==> src/pkg/sfsr_pkg.sv <==
// constants shared by the status, fault and service request logic
`default_nettype none
package sfsr_pkg;
  // ---------------------------------------------------------------
  // condition bit positions (common to all four registers)
  // ---------------------------------------------------------------
  localparam int unsigned COND_W = 9;
  localparam int unsigned POS_RI = 8;
  localparam int unsigned POS_ERR = 7;
  localparam int unsigned POS_FOLDBACK_TRIP_FLAG = 6;
  localparam int unsigned POS_LINE = 5;
  localparam int unsigned POS_OT = 4;
  localparam int unsigned POS_OV = 3;
  localparam int unsigned POS_ORNG = 2;
  localparam int unsigned POS_CC = 1;
  localparam int unsigned POS_CV = 0;
  localparam logic [8:0] COND_ZERO = 9'h000;
  // ---------------------------------------------------------------
  // answer kinds
  // ---------------------------------------------------------------
  localparam logic [2:0] KIND_NONE = 3'h0;
  localparam logic [2:0] KIND_STATUS = 3'h1;
  localparam logic [2:0] KIND_ACCUM = 3'h2;
  localparam logic [2:0] KIND_MASK = 3'h3;
  localparam logic [2:0] KIND_FAULT = 3'h4;
  localparam logic [2:0] KIND_SRQEN = 3'h5;
  // ---------------------------------------------------------------
  // serial poll byte layout
  // ---------------------------------------------------------------
  localparam int unsigned POLL_PON = 0;
  localparam int unsigned POLL_ERR = 1;
  localparam int unsigned POLL_FAU = 3;
  localparam int unsigned POLL_RQS = 6;
  // ---------------------------------------------------------------
  // decimal text
  // ---------------------------------------------------------------
  localparam logic [7:0] ASCII_ZERO = 8'h30;
  localparam logic [8:0] DEC_HUNDRED = 9'h064;
  localparam logic [8:0] DEC_TEN = 9'h00a;
  localparam logic [8:0] DEC_ONE = 9'h001;
  localparam logic [1:0] NDIG_ONE = 2'h1;
  localparam logic [1:0] NDIG_TWO = 2'h2;
  localparam logic [1:0] NDIG_THREE = 2'h3;
endpackage : sfsr_pkg
`default_nettype wire
==> src/logic/sfsr_dec_text.sv <==
// nine-bit value to three ascii decimal digits
`timescale 1ns/1ps
`default_nettype none
module sfsr_dec_text (
  input wire logic [8:0] value,
  output logic [7:0] hundreds,
  output logic [7:0] tens,
  output logic [7:0] ones,
  output logic [1:0] ndigits
);
  // ---------------------------------------------------------------
  // digit extraction
  // ---------------------------------------------------------------
  function automatic logic [7:0] dec_digit(input logic [8:0] v,
                                           input logic [8:0] div);
    logic [8:0] q;
    q = (v / div) % sfsr_pkg::DEC_TEN;
    dec_digit = sfsr_pkg::ASCII_ZERO + {4'h0, q[3:0]};
  endfunction : dec_digit

  always_comb begin
    hundreds = dec_digit(value, sfsr_pkg::DEC_HUNDRED);
    tens = dec_digit(value, sfsr_pkg::DEC_TEN);
    ones = dec_digit(value, sfsr_pkg::DEC_ONE);
    if (value >= sfsr_pkg::DEC_HUNDRED) begin
      ndigits = sfsr_pkg::NDIG_THREE;
    end else if (value >= sfsr_pkg::DEC_TEN) begin
      ndigits = sfsr_pkg::NDIG_TWO;
    end else begin
      ndigits = sfsr_pkg::NDIG_ONE;
    end
  end
endmodule : sfsr_dec_text
`default_nettype wire

==> src/logic/sfsr_status_core.sv <==
// status, accumulated status, mask, fault and service request logic
`timescale 1ns/1ps
`default_nettype none
module sfsr_status_core (
  input wire logic clk,
  input wire logic rst,
  input wire logic remote_inhibit_flag,
  input wire logic prog_error_flag,
  input wire logic foldback_trip_flag,
  input wire logic line_dropout_flag,
  input wire logic overtemp_flag,
  input wire logic overvoltage_flag,
  input wire logic overrange_flag,
  input wire logic const_current_flag,
  input wire logic const_voltage_flag,
  input wire logic status_query,
  input wire logic accum_status_query,
  input wire logic mask_query,
  input wire logic fault_query,
  input wire logic srq_enable_query,
  input wire logic mask_write_command,
  input wire logic [8:0] mask_wr_value,
  input wire logic srq_on_cmd,
  input wire logic srq_off_cmd,
  input wire logic clear_command,
  input wire logic device_clear,
  input wire logic serial_poll_read,
  output logic [8:0] live_status,
  output logic resp_valid,
  output logic [2:0] resp_kind,
  output logic [8:0] resp_value,
  output logic [7:0] resp_hundreds,
  output logic [7:0] resp_tens,
  output logic [7:0] resp_ones,
  output logic [1:0] resp_ndigits,
  output logic fault_summary_bit,
  output logic power_on_event_bit,
  output logic [7:0] poll_byte,
  output logic srq
);
  // ---------------------------------------------------------------
  // live status word
  // ---------------------------------------------------------------
  logic [8:0] live_w;
  logic [8:0] live_prev_r;
  logic [8:0] accum_r;
  logic [8:0] accum_nxt;
  logic [8:0] mask_r;
  logic [8:0] mask_prev_r;
  logic [8:0] fault_r;
  logic [8:0] fault_nxt;
  logic [8:0] rise_set_w;
  logic [8:0] mask_set_w;
  logic [8:0] set_w;
  logic srq_en_r;
  logic fs_prev_r;
  logic srq_r;
  logic pon_r;
  logic ans_status;
  logic ans_accum;
  logic ans_mask;
  logic ans_fault;
  logic ans_srqen;
  logic [2:0] sel_kind;
  logic [8:0] sel_value;
  logic [7:0] dig_h;
  logic [7:0] dig_t;
  logic [7:0] dig_o;
  logic [1:0] dig_n;

  always_comb begin
    live_w = sfsr_pkg::COND_ZERO;
    live_w[sfsr_pkg::POS_RI] = remote_inhibit_flag;
    live_w[sfsr_pkg::POS_ERR] = prog_error_flag;
    live_w[sfsr_pkg::POS_FOLDBACK_TRIP_FLAG] = foldback_trip_flag;
    live_w[sfsr_pkg::POS_LINE] = line_dropout_flag;
    live_w[sfsr_pkg::POS_OT] = overtemp_flag;
    live_w[sfsr_pkg::POS_OV] = overvoltage_flag;
    live_w[sfsr_pkg::POS_ORNG] = overrange_flag;
    live_w[sfsr_pkg::POS_CC] = const_current_flag;
    live_w[sfsr_pkg::POS_CV] = const_voltage_flag;
  end

  assign live_status = live_w;

  // ---------------------------------------------------------------
  // query selection, one answer per cycle
  // ---------------------------------------------------------------
  always_comb begin
    ans_status = status_query;
    ans_accum = accum_status_query && !status_query;
    ans_mask = mask_query && !status_query && !accum_status_query;
    ans_fault = fault_query && !status_query && !accum_status_query
                && !mask_query;
    ans_srqen = srq_enable_query && !status_query && !accum_status_query
                && !mask_query && !fault_query;
  end

  always_comb begin
    sel_kind = sfsr_pkg::KIND_NONE;
    sel_value = sfsr_pkg::COND_ZERO;
    if (ans_status) begin
      sel_kind = sfsr_pkg::KIND_STATUS;
      sel_value = live_w;
    end else if (ans_accum) begin
      sel_kind = sfsr_pkg::KIND_ACCUM;
      sel_value = accum_r | live_w;
    end else if (ans_mask) begin
      sel_kind = sfsr_pkg::KIND_MASK;
      sel_value = mask_r;
    end else if (ans_fault) begin
      sel_kind = sfsr_pkg::KIND_FAULT;
      sel_value = fault_r;
    end else if (ans_srqen) begin
      sel_kind = sfsr_pkg::KIND_SRQEN;
      sel_value = {8'h00, srq_en_r};
    end
  end

  sfsr_dec_text u_dec (
    .value(sel_value),
    .hundreds(dig_h),
    .tens(dig_t),
    .ones(dig_o),
    .ndigits(dig_n)
  );

  // ---------------------------------------------------------------
  // answer registers
  // ---------------------------------------------------------------
  always_ff @(posedge clk) begin
    if (rst) begin
      resp_valid <= 1'b0;
      resp_kind <= sfsr_pkg::KIND_NONE;
      resp_value <= sfsr_pkg::COND_ZERO;
      resp_hundreds <= sfsr_pkg::ASCII_ZERO;
      resp_tens <= sfsr_pkg::ASCII_ZERO;
      resp_ones <= sfsr_pkg::ASCII_ZERO;
      resp_ndigits <= sfsr_pkg::NDIG_ONE;
    end else begin
      resp_valid <= (sel_kind != sfsr_pkg::KIND_NONE);
      if (sel_kind != sfsr_pkg::KIND_NONE) begin
        resp_kind <= sel_kind;
        resp_value <= sel_value;
        resp_hundreds <= dig_h;
        resp_tens <= dig_t;
        resp_ones <= dig_o;
        resp_ndigits <= dig_n;
      end
    end
  end

  // ---------------------------------------------------------------
  // accumulated status
  // ---------------------------------------------------------------
  always_comb begin
    accum_nxt = accum_r | live_w;
    if (ans_accum) begin
      accum_nxt = live_w;
    end
  end

  always_ff @(posedge clk) begin
    if (rst) begin
      accum_r <= live_w;
    end else begin
      accum_r <= accum_nxt;
    end
  end

  // ---------------------------------------------------------------
  // mask register and change history
  // ---------------------------------------------------------------
  always_ff @(posedge clk) begin
    if (rst) begin
      mask_r <= sfsr_pkg::COND_ZERO;
    end else if (mask_write_command) begin
      mask_r <= mask_wr_value;
    end
  end

  always_ff @(posedge clk) begin
    if (rst) begin
      live_prev_r <= live_w;
      mask_prev_r <= sfsr_pkg::COND_ZERO;
    end else begin
      live_prev_r <= live_w;
      mask_prev_r <= mask_r;
    end
  end

  // ---------------------------------------------------------------
  // fault register
  // ---------------------------------------------------------------
  // same positions as status
  assign rise_set_w = live_w & ~live_prev_r & mask_r;
  // newly set mask on true condition
  assign mask_set_w = live_w & mask_r & ~mask_prev_r;
  assign set_w = rise_set_w | mask_set_w;

  always_comb begin
    fault_nxt = fault_r | set_w;
    // cleared after answer, new sets win
    if (ans_fault) begin
      fault_nxt = set_w;
    end
  end

  always_ff @(posedge clk) begin
    if (rst) begin
      fault_r <= sfsr_pkg::COND_ZERO;
    end else begin
      fault_r <= fault_nxt;
    end
  end

  assign fault_summary_bit = |fault_r;

  // ---------------------------------------------------------------
  // service request
  // ---------------------------------------------------------------
  always_ff @(posedge clk) begin
    if (rst) begin
      srq_en_r <= 1'b0;
    end else if (srq_on_cmd) begin
      srq_en_r <= 1'b1;
    end else if (srq_off_cmd) begin
      srq_en_r <= 1'b0;
    end
  end

  always_ff @(posedge clk) begin
    if (rst) begin
      fs_prev_r <= 1'b0;
      srq_r <= 1'b0;
    end else begin
      fs_prev_r <= fault_summary_bit;
      if (srq_en_r && fault_summary_bit && !fs_prev_r) begin
        srq_r <= 1'b1;
      end else if (serial_poll_read) begin
        srq_r <= 1'b0;
      end
    end
  end

  assign srq = srq_r;

  // ---------------------------------------------------------------
  // power-on event and serial poll byte
  // ---------------------------------------------------------------
  always_ff @(posedge clk) begin
    if (rst) begin
      pon_r <= 1'b1;
    end else if (clear_command || device_clear) begin
      pon_r <= 1'b0;
    end
  end

  assign power_on_event_bit = pon_r;

  always_comb begin
    poll_byte = 8'h00;
    poll_byte[sfsr_pkg::POLL_PON] = pon_r;
    poll_byte[sfsr_pkg::POLL_ERR] = live_w[sfsr_pkg::POS_ERR];
    poll_byte[sfsr_pkg::POLL_FAU] = fault_summary_bit;
    poll_byte[sfsr_pkg::POLL_RQS] = srq_r;
  end

  // ---------------------------------------------------------------
  // assertions
  // ---------------------------------------------------------------
  int txt_val;
  always_comb begin
    txt_val = 100 * (int'(resp_hundreds) - 48)
              + 10 * (int'(resp_tens) - 48) + (int'(resp_ones) - 48);
  end

  AST_TEXT_SUM: assert property (
    @(posedge clk) disable iff (rst)
    resp_valid |-> (txt_val == int'(resp_value)))
    else $error("answer text does not match value");

  AST_STATUS_ANS: assert property (
    @(posedge clk) disable iff (rst)
    status_query |=> (resp_valid && resp_kind == sfsr_pkg::KIND_STATUS
                      && resp_value == $past(live_w)))
    else $error("status answer wrong");

  AST_ACCUM_HOLD: assert property (
    @(posedge clk) disable iff (rst)
    1'b1 |=> ((accum_r & $past(live_w)) == $past(live_w)))
    else $error("accumulated lost a live bit");

  AST_ACCUM_RELOAD: assert property (
    @(posedge clk) disable iff (rst)
    ans_accum |=> (accum_r == $past(live_w)))
    else $error("accumulated not reloaded with live");

  AST_FAULT_RISE: assert property (
    @(posedge clk) disable iff (rst)
    (|rise_set_w) |=> ((fault_r & $past(rise_set_w)) == $past(rise_set_w)))
    else $error("rising status did not set fault");

  AST_FAULT_MASKSET: assert property (
    @(posedge clk) disable iff (rst)
    (|mask_write_command && |(mask_wr_value & ~mask_r & live_w))
    ##1 (live_w == $past(live_w))
    |=> ((fault_r & $past(live_w, 2) & $past(mask_wr_value, 2)
          & ~$past(mask_r, 2))
         == ($past(live_w, 2) & $past(mask_wr_value, 2)
             & ~$past(mask_r, 2))))
    else $error("new mask bit did not set fault");

  AST_FAULT_CLEAR: assert property (
    @(posedge clk) disable iff (rst)
    (ans_fault && set_w == sfsr_pkg::COND_ZERO) |=>
    (fault_r == sfsr_pkg::COND_ZERO && resp_kind == sfsr_pkg::KIND_FAULT))
    else $error("fault not cleared after query");

  AST_SUMMARY: assert property (
    @(posedge clk) disable iff (rst)
    (|set_w) |=> (fault_summary_bit && poll_byte[sfsr_pkg::POLL_FAU]))
    else $error("summary bit missing after fault set");

  AST_MASK_QUERY: assert property (
    @(posedge clk) disable iff (rst)
    (ans_mask && !mask_write_command) |=>
    (mask_r == $past(mask_r) && resp_value == $past(mask_r)))
    else $error("mask query wrong or mask changed");

  AST_SRQ_RISE: assert property (
    @(posedge clk) disable iff (rst)
    (srq_en_r && !srq_off_cmd && $rose(fault_summary_bit)) |=> srq ##1 1'b1)
    else $error("service request not raised");

  AST_SRQ_EN: assert property (
    @(posedge clk) disable iff (rst)
    (srq_off_cmd && !srq_on_cmd) |=> !srq_en_r)
    else $error("enable flag not cleared by off form");

  AST_PON_CLEAR: assert property (
    @(posedge clk) disable iff (rst)
    (clear_command || device_clear) |=>
    (!power_on_event_bit && !poll_byte[sfsr_pkg::POLL_PON]))
    else $error("power-on bit survived clear");
endmodule : sfsr_status_core
`default_nettype wire

==> config.mk <==
export PLATFORM = sky130hd
export DESIGN_NAME = sfsr_status_core
export DESIGN_NICKNAME = d
export VERILOG_FILES = /design/src/pkg/sfsr_pkg.sv /design/src/logic/sfsr_dec_text.sv /design/src/logic/sfsr_status_core.sv
export SDC_FILE = /design/constraint.sdc
export NUM_CORES = 1
export LEC_CHECK = 0
export BUFFER_PORTS_ARGS = -buffer_cell sky130_fd_sc_hd__buf_2
export CAP_MARGIN = 20
export CORE_MARGIN = 1.5
export CORE_UTILIZATION = 45
export CTS_BUF_LIST = sky130_fd_sc_hd__clkbuf_4 sky130_fd_sc_hd__clkbuf_8
export DETAILED_ROUTE_END_ITERATION = 10
export MAX_ROUTING_LAYER = met4
export PLACE_DENSITY_LB_ADDON = 0.05
export SETUP_SLACK_MARGIN = 0.3
export SLEW_MARGIN = 20
export SYNTH_ARGS = -nofsm -noshare
export SYNTH_HDL_FRONTEND = slang
export SYNTH_HIERARCHICAL = 1
export SYNTH_SLANG_ARGS = --single-unit
==> constraint.sdc <==
create_clock -name clk -period 11.99 [get_ports clk]
set_clock_uncertainty 0.1 [all_clocks]
set_input_delay 0 -clock clk [delete_from_list [all_inputs] [get_ports clk]]
set_output_delay 0 -clock clk [all_outputs]
set_load 0.01 [all_outputs]
==> metrics.txt <==
status=finished clean; layout cells sized above 1=19.0%; Primary FF master, synth=sky130_fd_sc_hd__dfxtp_1; most used cells in the layout excluding fill and tap cells=sky130_fd_sc_hd__dfxtp_1 (88), sky130_fd_sc_hd__nand2_1 (86), sky130_fd_sc_hd__buf_2 (85); total die area=11400 um2; Worst Setup Slack, final=4.79 ns; Worst Path Class, Setup=primary input to register; insertion delay to the later sink of the worst-skew pair=0.36 ns; post-DP HPWL=8520 um; wire length reported by the detailed router=12300 um; Yosys top cell area share=36.5%; CP max stage delay=0.53 ns; portion of the post-synthesis area used by sequential elements=36.5%; layout filler cell count=1030; Antenna diodes=0; routability congestion estimate=0.888; antenna violations before repair=0; Critical Path Sink Type=register; CP required=12.17 ns; final core utilization=53.4%; worst supply voltage drop on vdd=0.0746 mV; drt drc=0; non-filler cells, final=798; count of routing violations after the opening detailed-route iteration=216; Root Buffer Master=sky130_fd_sc_hd__clkbuf_8; synthesized area per cell=8.35 um2; kind of path behind the tightest hold check=primary input to register; areal power density over the cells=144 nW/um2; global-route usage over all layers=22.6%; Top-Level Pins=90; clock period minus worst slack=7.20 ns; global-route wire length before repair=19900 um; clock-pin slew of the registers on the worst-case setup and hold paths=0.09 ns; Core Area=10400 um2; Slowest cell on crit path=sky130_fd_sc_hd__dlygate4sd3_1; count of buffers from port buffering=85; worst slack, placed=5.00 ns; Clock H-tree levels=3; maximum number of pins on one net before global-route repair=65; Slew headroom=28.0%; final-layout setup total negative slack=0 ns; final antenna-violating net count=0; synthesized instance count=578; dominant cells by area after synthesis=sky130_fd_sc_hd__dfxtp_1 (36%), sky130_fd_sc_hd__nand2_1 (6.7%), sky130_fd_sc_hd__buf_4 (5.6%); flip-flop and latch count after synthesis=88; layout overhead on the synthesized area=14.7%; hold violation count in the final report=0; # hold bufs at CTS=35; count of flip-flops with a built-in enable after synthesis=0; number of buffers created by CTS=9; Pre-Repair DR Iteration Count=4; unrepaired setup endpoints after global routing=false; amount of wire on met3 after detailed routing=347 um; number of warnings printed during yosys synthesis=6; Static Leakage=2.48 nW; top layer in use=met4; length of routed wiring on met1=5470 um; final slew viol count=0; share of flip-flops with an asynchronous set or reset=0%; Final #Nets=696; clock tree from TritonCTS=done; total congestion overflow=0; most common library cell in the layout ignoring fill and taps=sky130_fd_sc_hd__dfxtp_1; Met2 Routed Length=6330 um; total of cells resized after clock tree synthesis=0; period utilization=60.0%; floorplan die height=107 um; final setup violation count=0; crit path DAT=7.38 ns; post-layout total power=796 uW; library cell with the largest summed area after synthesis=sky130_fd_sc_hd__dfxtp_1; Worst Setup Start Kind=primary input; vias=4233; Initial Utilization=46.6%; total of max-cap violations=0; overall die width=107 um; largest driver fanout on the critical path=25; Crit path max-delay family=compound AO/OA/AOI/OAI gates; Max Buffers Root-to-Sink=2; Unique masters post-synth=68; Syn Std Cell Area=4830 um2; number of buffer and inverter instances along the worst setup path=5; Highest Clock Rate=139 MHz; Via density=5.30; Post-CTS Setup Inserts=0; number of standard-cell rows in the floorplan=37; vias in the first global route=4029; instance count after placement with tap cells included=747; Routed WL per cell=15.4 um; actual slew at the worst max-slew pin=1.08 ns; number of clock sinks=88
==> worst paths after layout <==
path	start	endpoint	slack, ns	cells past startpoint
min reg2reg	accum_r[0]	accum_r[0]	0.35	1
min	accum_status_query	resp_kind[1]	0.03	3
max reg2reg	fault_r[5]	resp_tens[2]	5.39	26
max	fault_query	resp_tens[2]	4.79	29
==> power by group <==
| group | switching, mW | internal (mW) | total [mW] |
|---|---|---|---|
| clock network | 0.119 | 0.0867 | 0.206 |
| logic | 0.149 | 0.109 | 0.259 |
| registers | 0.0134 | 0.318 | 0.332 |
==> stage by stage <==
| stage | hold slack [ns] | instance area, um2 |
|---|---|---|
| floorplan | -0.0723 | 4880 |
| global placement | 0.0732 | 4990 |
| detailed placement | 0.0736 | 4990 |
| CTS | 0.0153 | 5540 |
| global route | 0.0434 | 5540 |
| finish | 0.0334 | 5540 |
==> routing by layer <==
| layer | vias up | GRT usage, % |
|---|---|---|
| met2 | 96 | 40.0 |
| met1 | 1994 | 26.8 |
| met5 | - | - |
| met4 | 0 | 6.00 |
| met3 | 10 | 3.40 |
| li1 | 2133 | - |
==> state kept, by name, summed over array words and instances, names as in the netlist <==
register	count
fault_r	9
power_on_event_bit	1
accum_r	9
resp_valid	1
resp_kind	3
mask_r	9
resp_ndigits	2
resp_value	9
resp_hundreds	8
resp_tens	8
srq_en_r	1
resp_ones	8
live_prev_r	9
srq	1
mask_prev_r	9
fs_prev_r	1
==> cell type report <==
type	count	area [um2]	share of cell area (%)
clock buffer	10	138	2.48
clock inverter	6	57.6	1.04
inverter	33	124	2.24
multi-input combinational	403	2500	45.1
sequential	88	1760	31.8
tap	136	170	3.07
timing repair buffer	122	791	14.3
==> tightest hold or removal path, cell delays in order <==
cell and delay [ns]:
sky130_fd_sc_hd__buf_2 0.25, sky130_fd_sc_hd__a211oi_1 0.07, sky130_fd_sc_hd__nor3_1 0.11
==> cell usage after synthesis (11+ instances only) <==
| master | n |
|---|---|
| sky130_fd_sc_hd__nor3_1 | 11 |
| sky130_fd_sc_hd__nand2_1 | 86 |
| sky130_fd_sc_hd__mux2i_1 | 14 |
| sky130_fd_sc_hd__buf_6 | 13 |
| sky130_fd_sc_hd__a21oi_1 | 51 |
| sky130_fd_sc_hd__a21o_1 | 13 |
| sky130_fd_sc_hd__a221o_1 | 12 |
| sky130_fd_sc_hd__buf_4 | 36 |
| sky130_fd_sc_hd__nor2_1 | 34 |
| sky130_fd_sc_hd__o21ai_0 | 11 |
| sky130_fd_sc_hd__clkbuf_1 | 12 |
| sky130_fd_sc_hd__inv_1 | 33 |
| sky130_fd_sc_hd__dfxtp_1 | 88 |
| sky130_fd_sc_hd__nor2b_1 | 16 |
==> logic make-up (layout without fill, tap and decap cells) <==
family          Yosys count  in the layout  share of synthesized area, %
other cells               3             17                         0.233
flops                    88             88                          36.5
fa+ha+maj                10             10                          2.49
simple gates            191            191                          19.2
mux                      15             15                          3.21
buf+inv                 101            171                          12.9
xor+xnor                 11             11                          2.00
compound gates          159            159                          23.6
No activity file was read; power rests on OpenSTA's default activity.
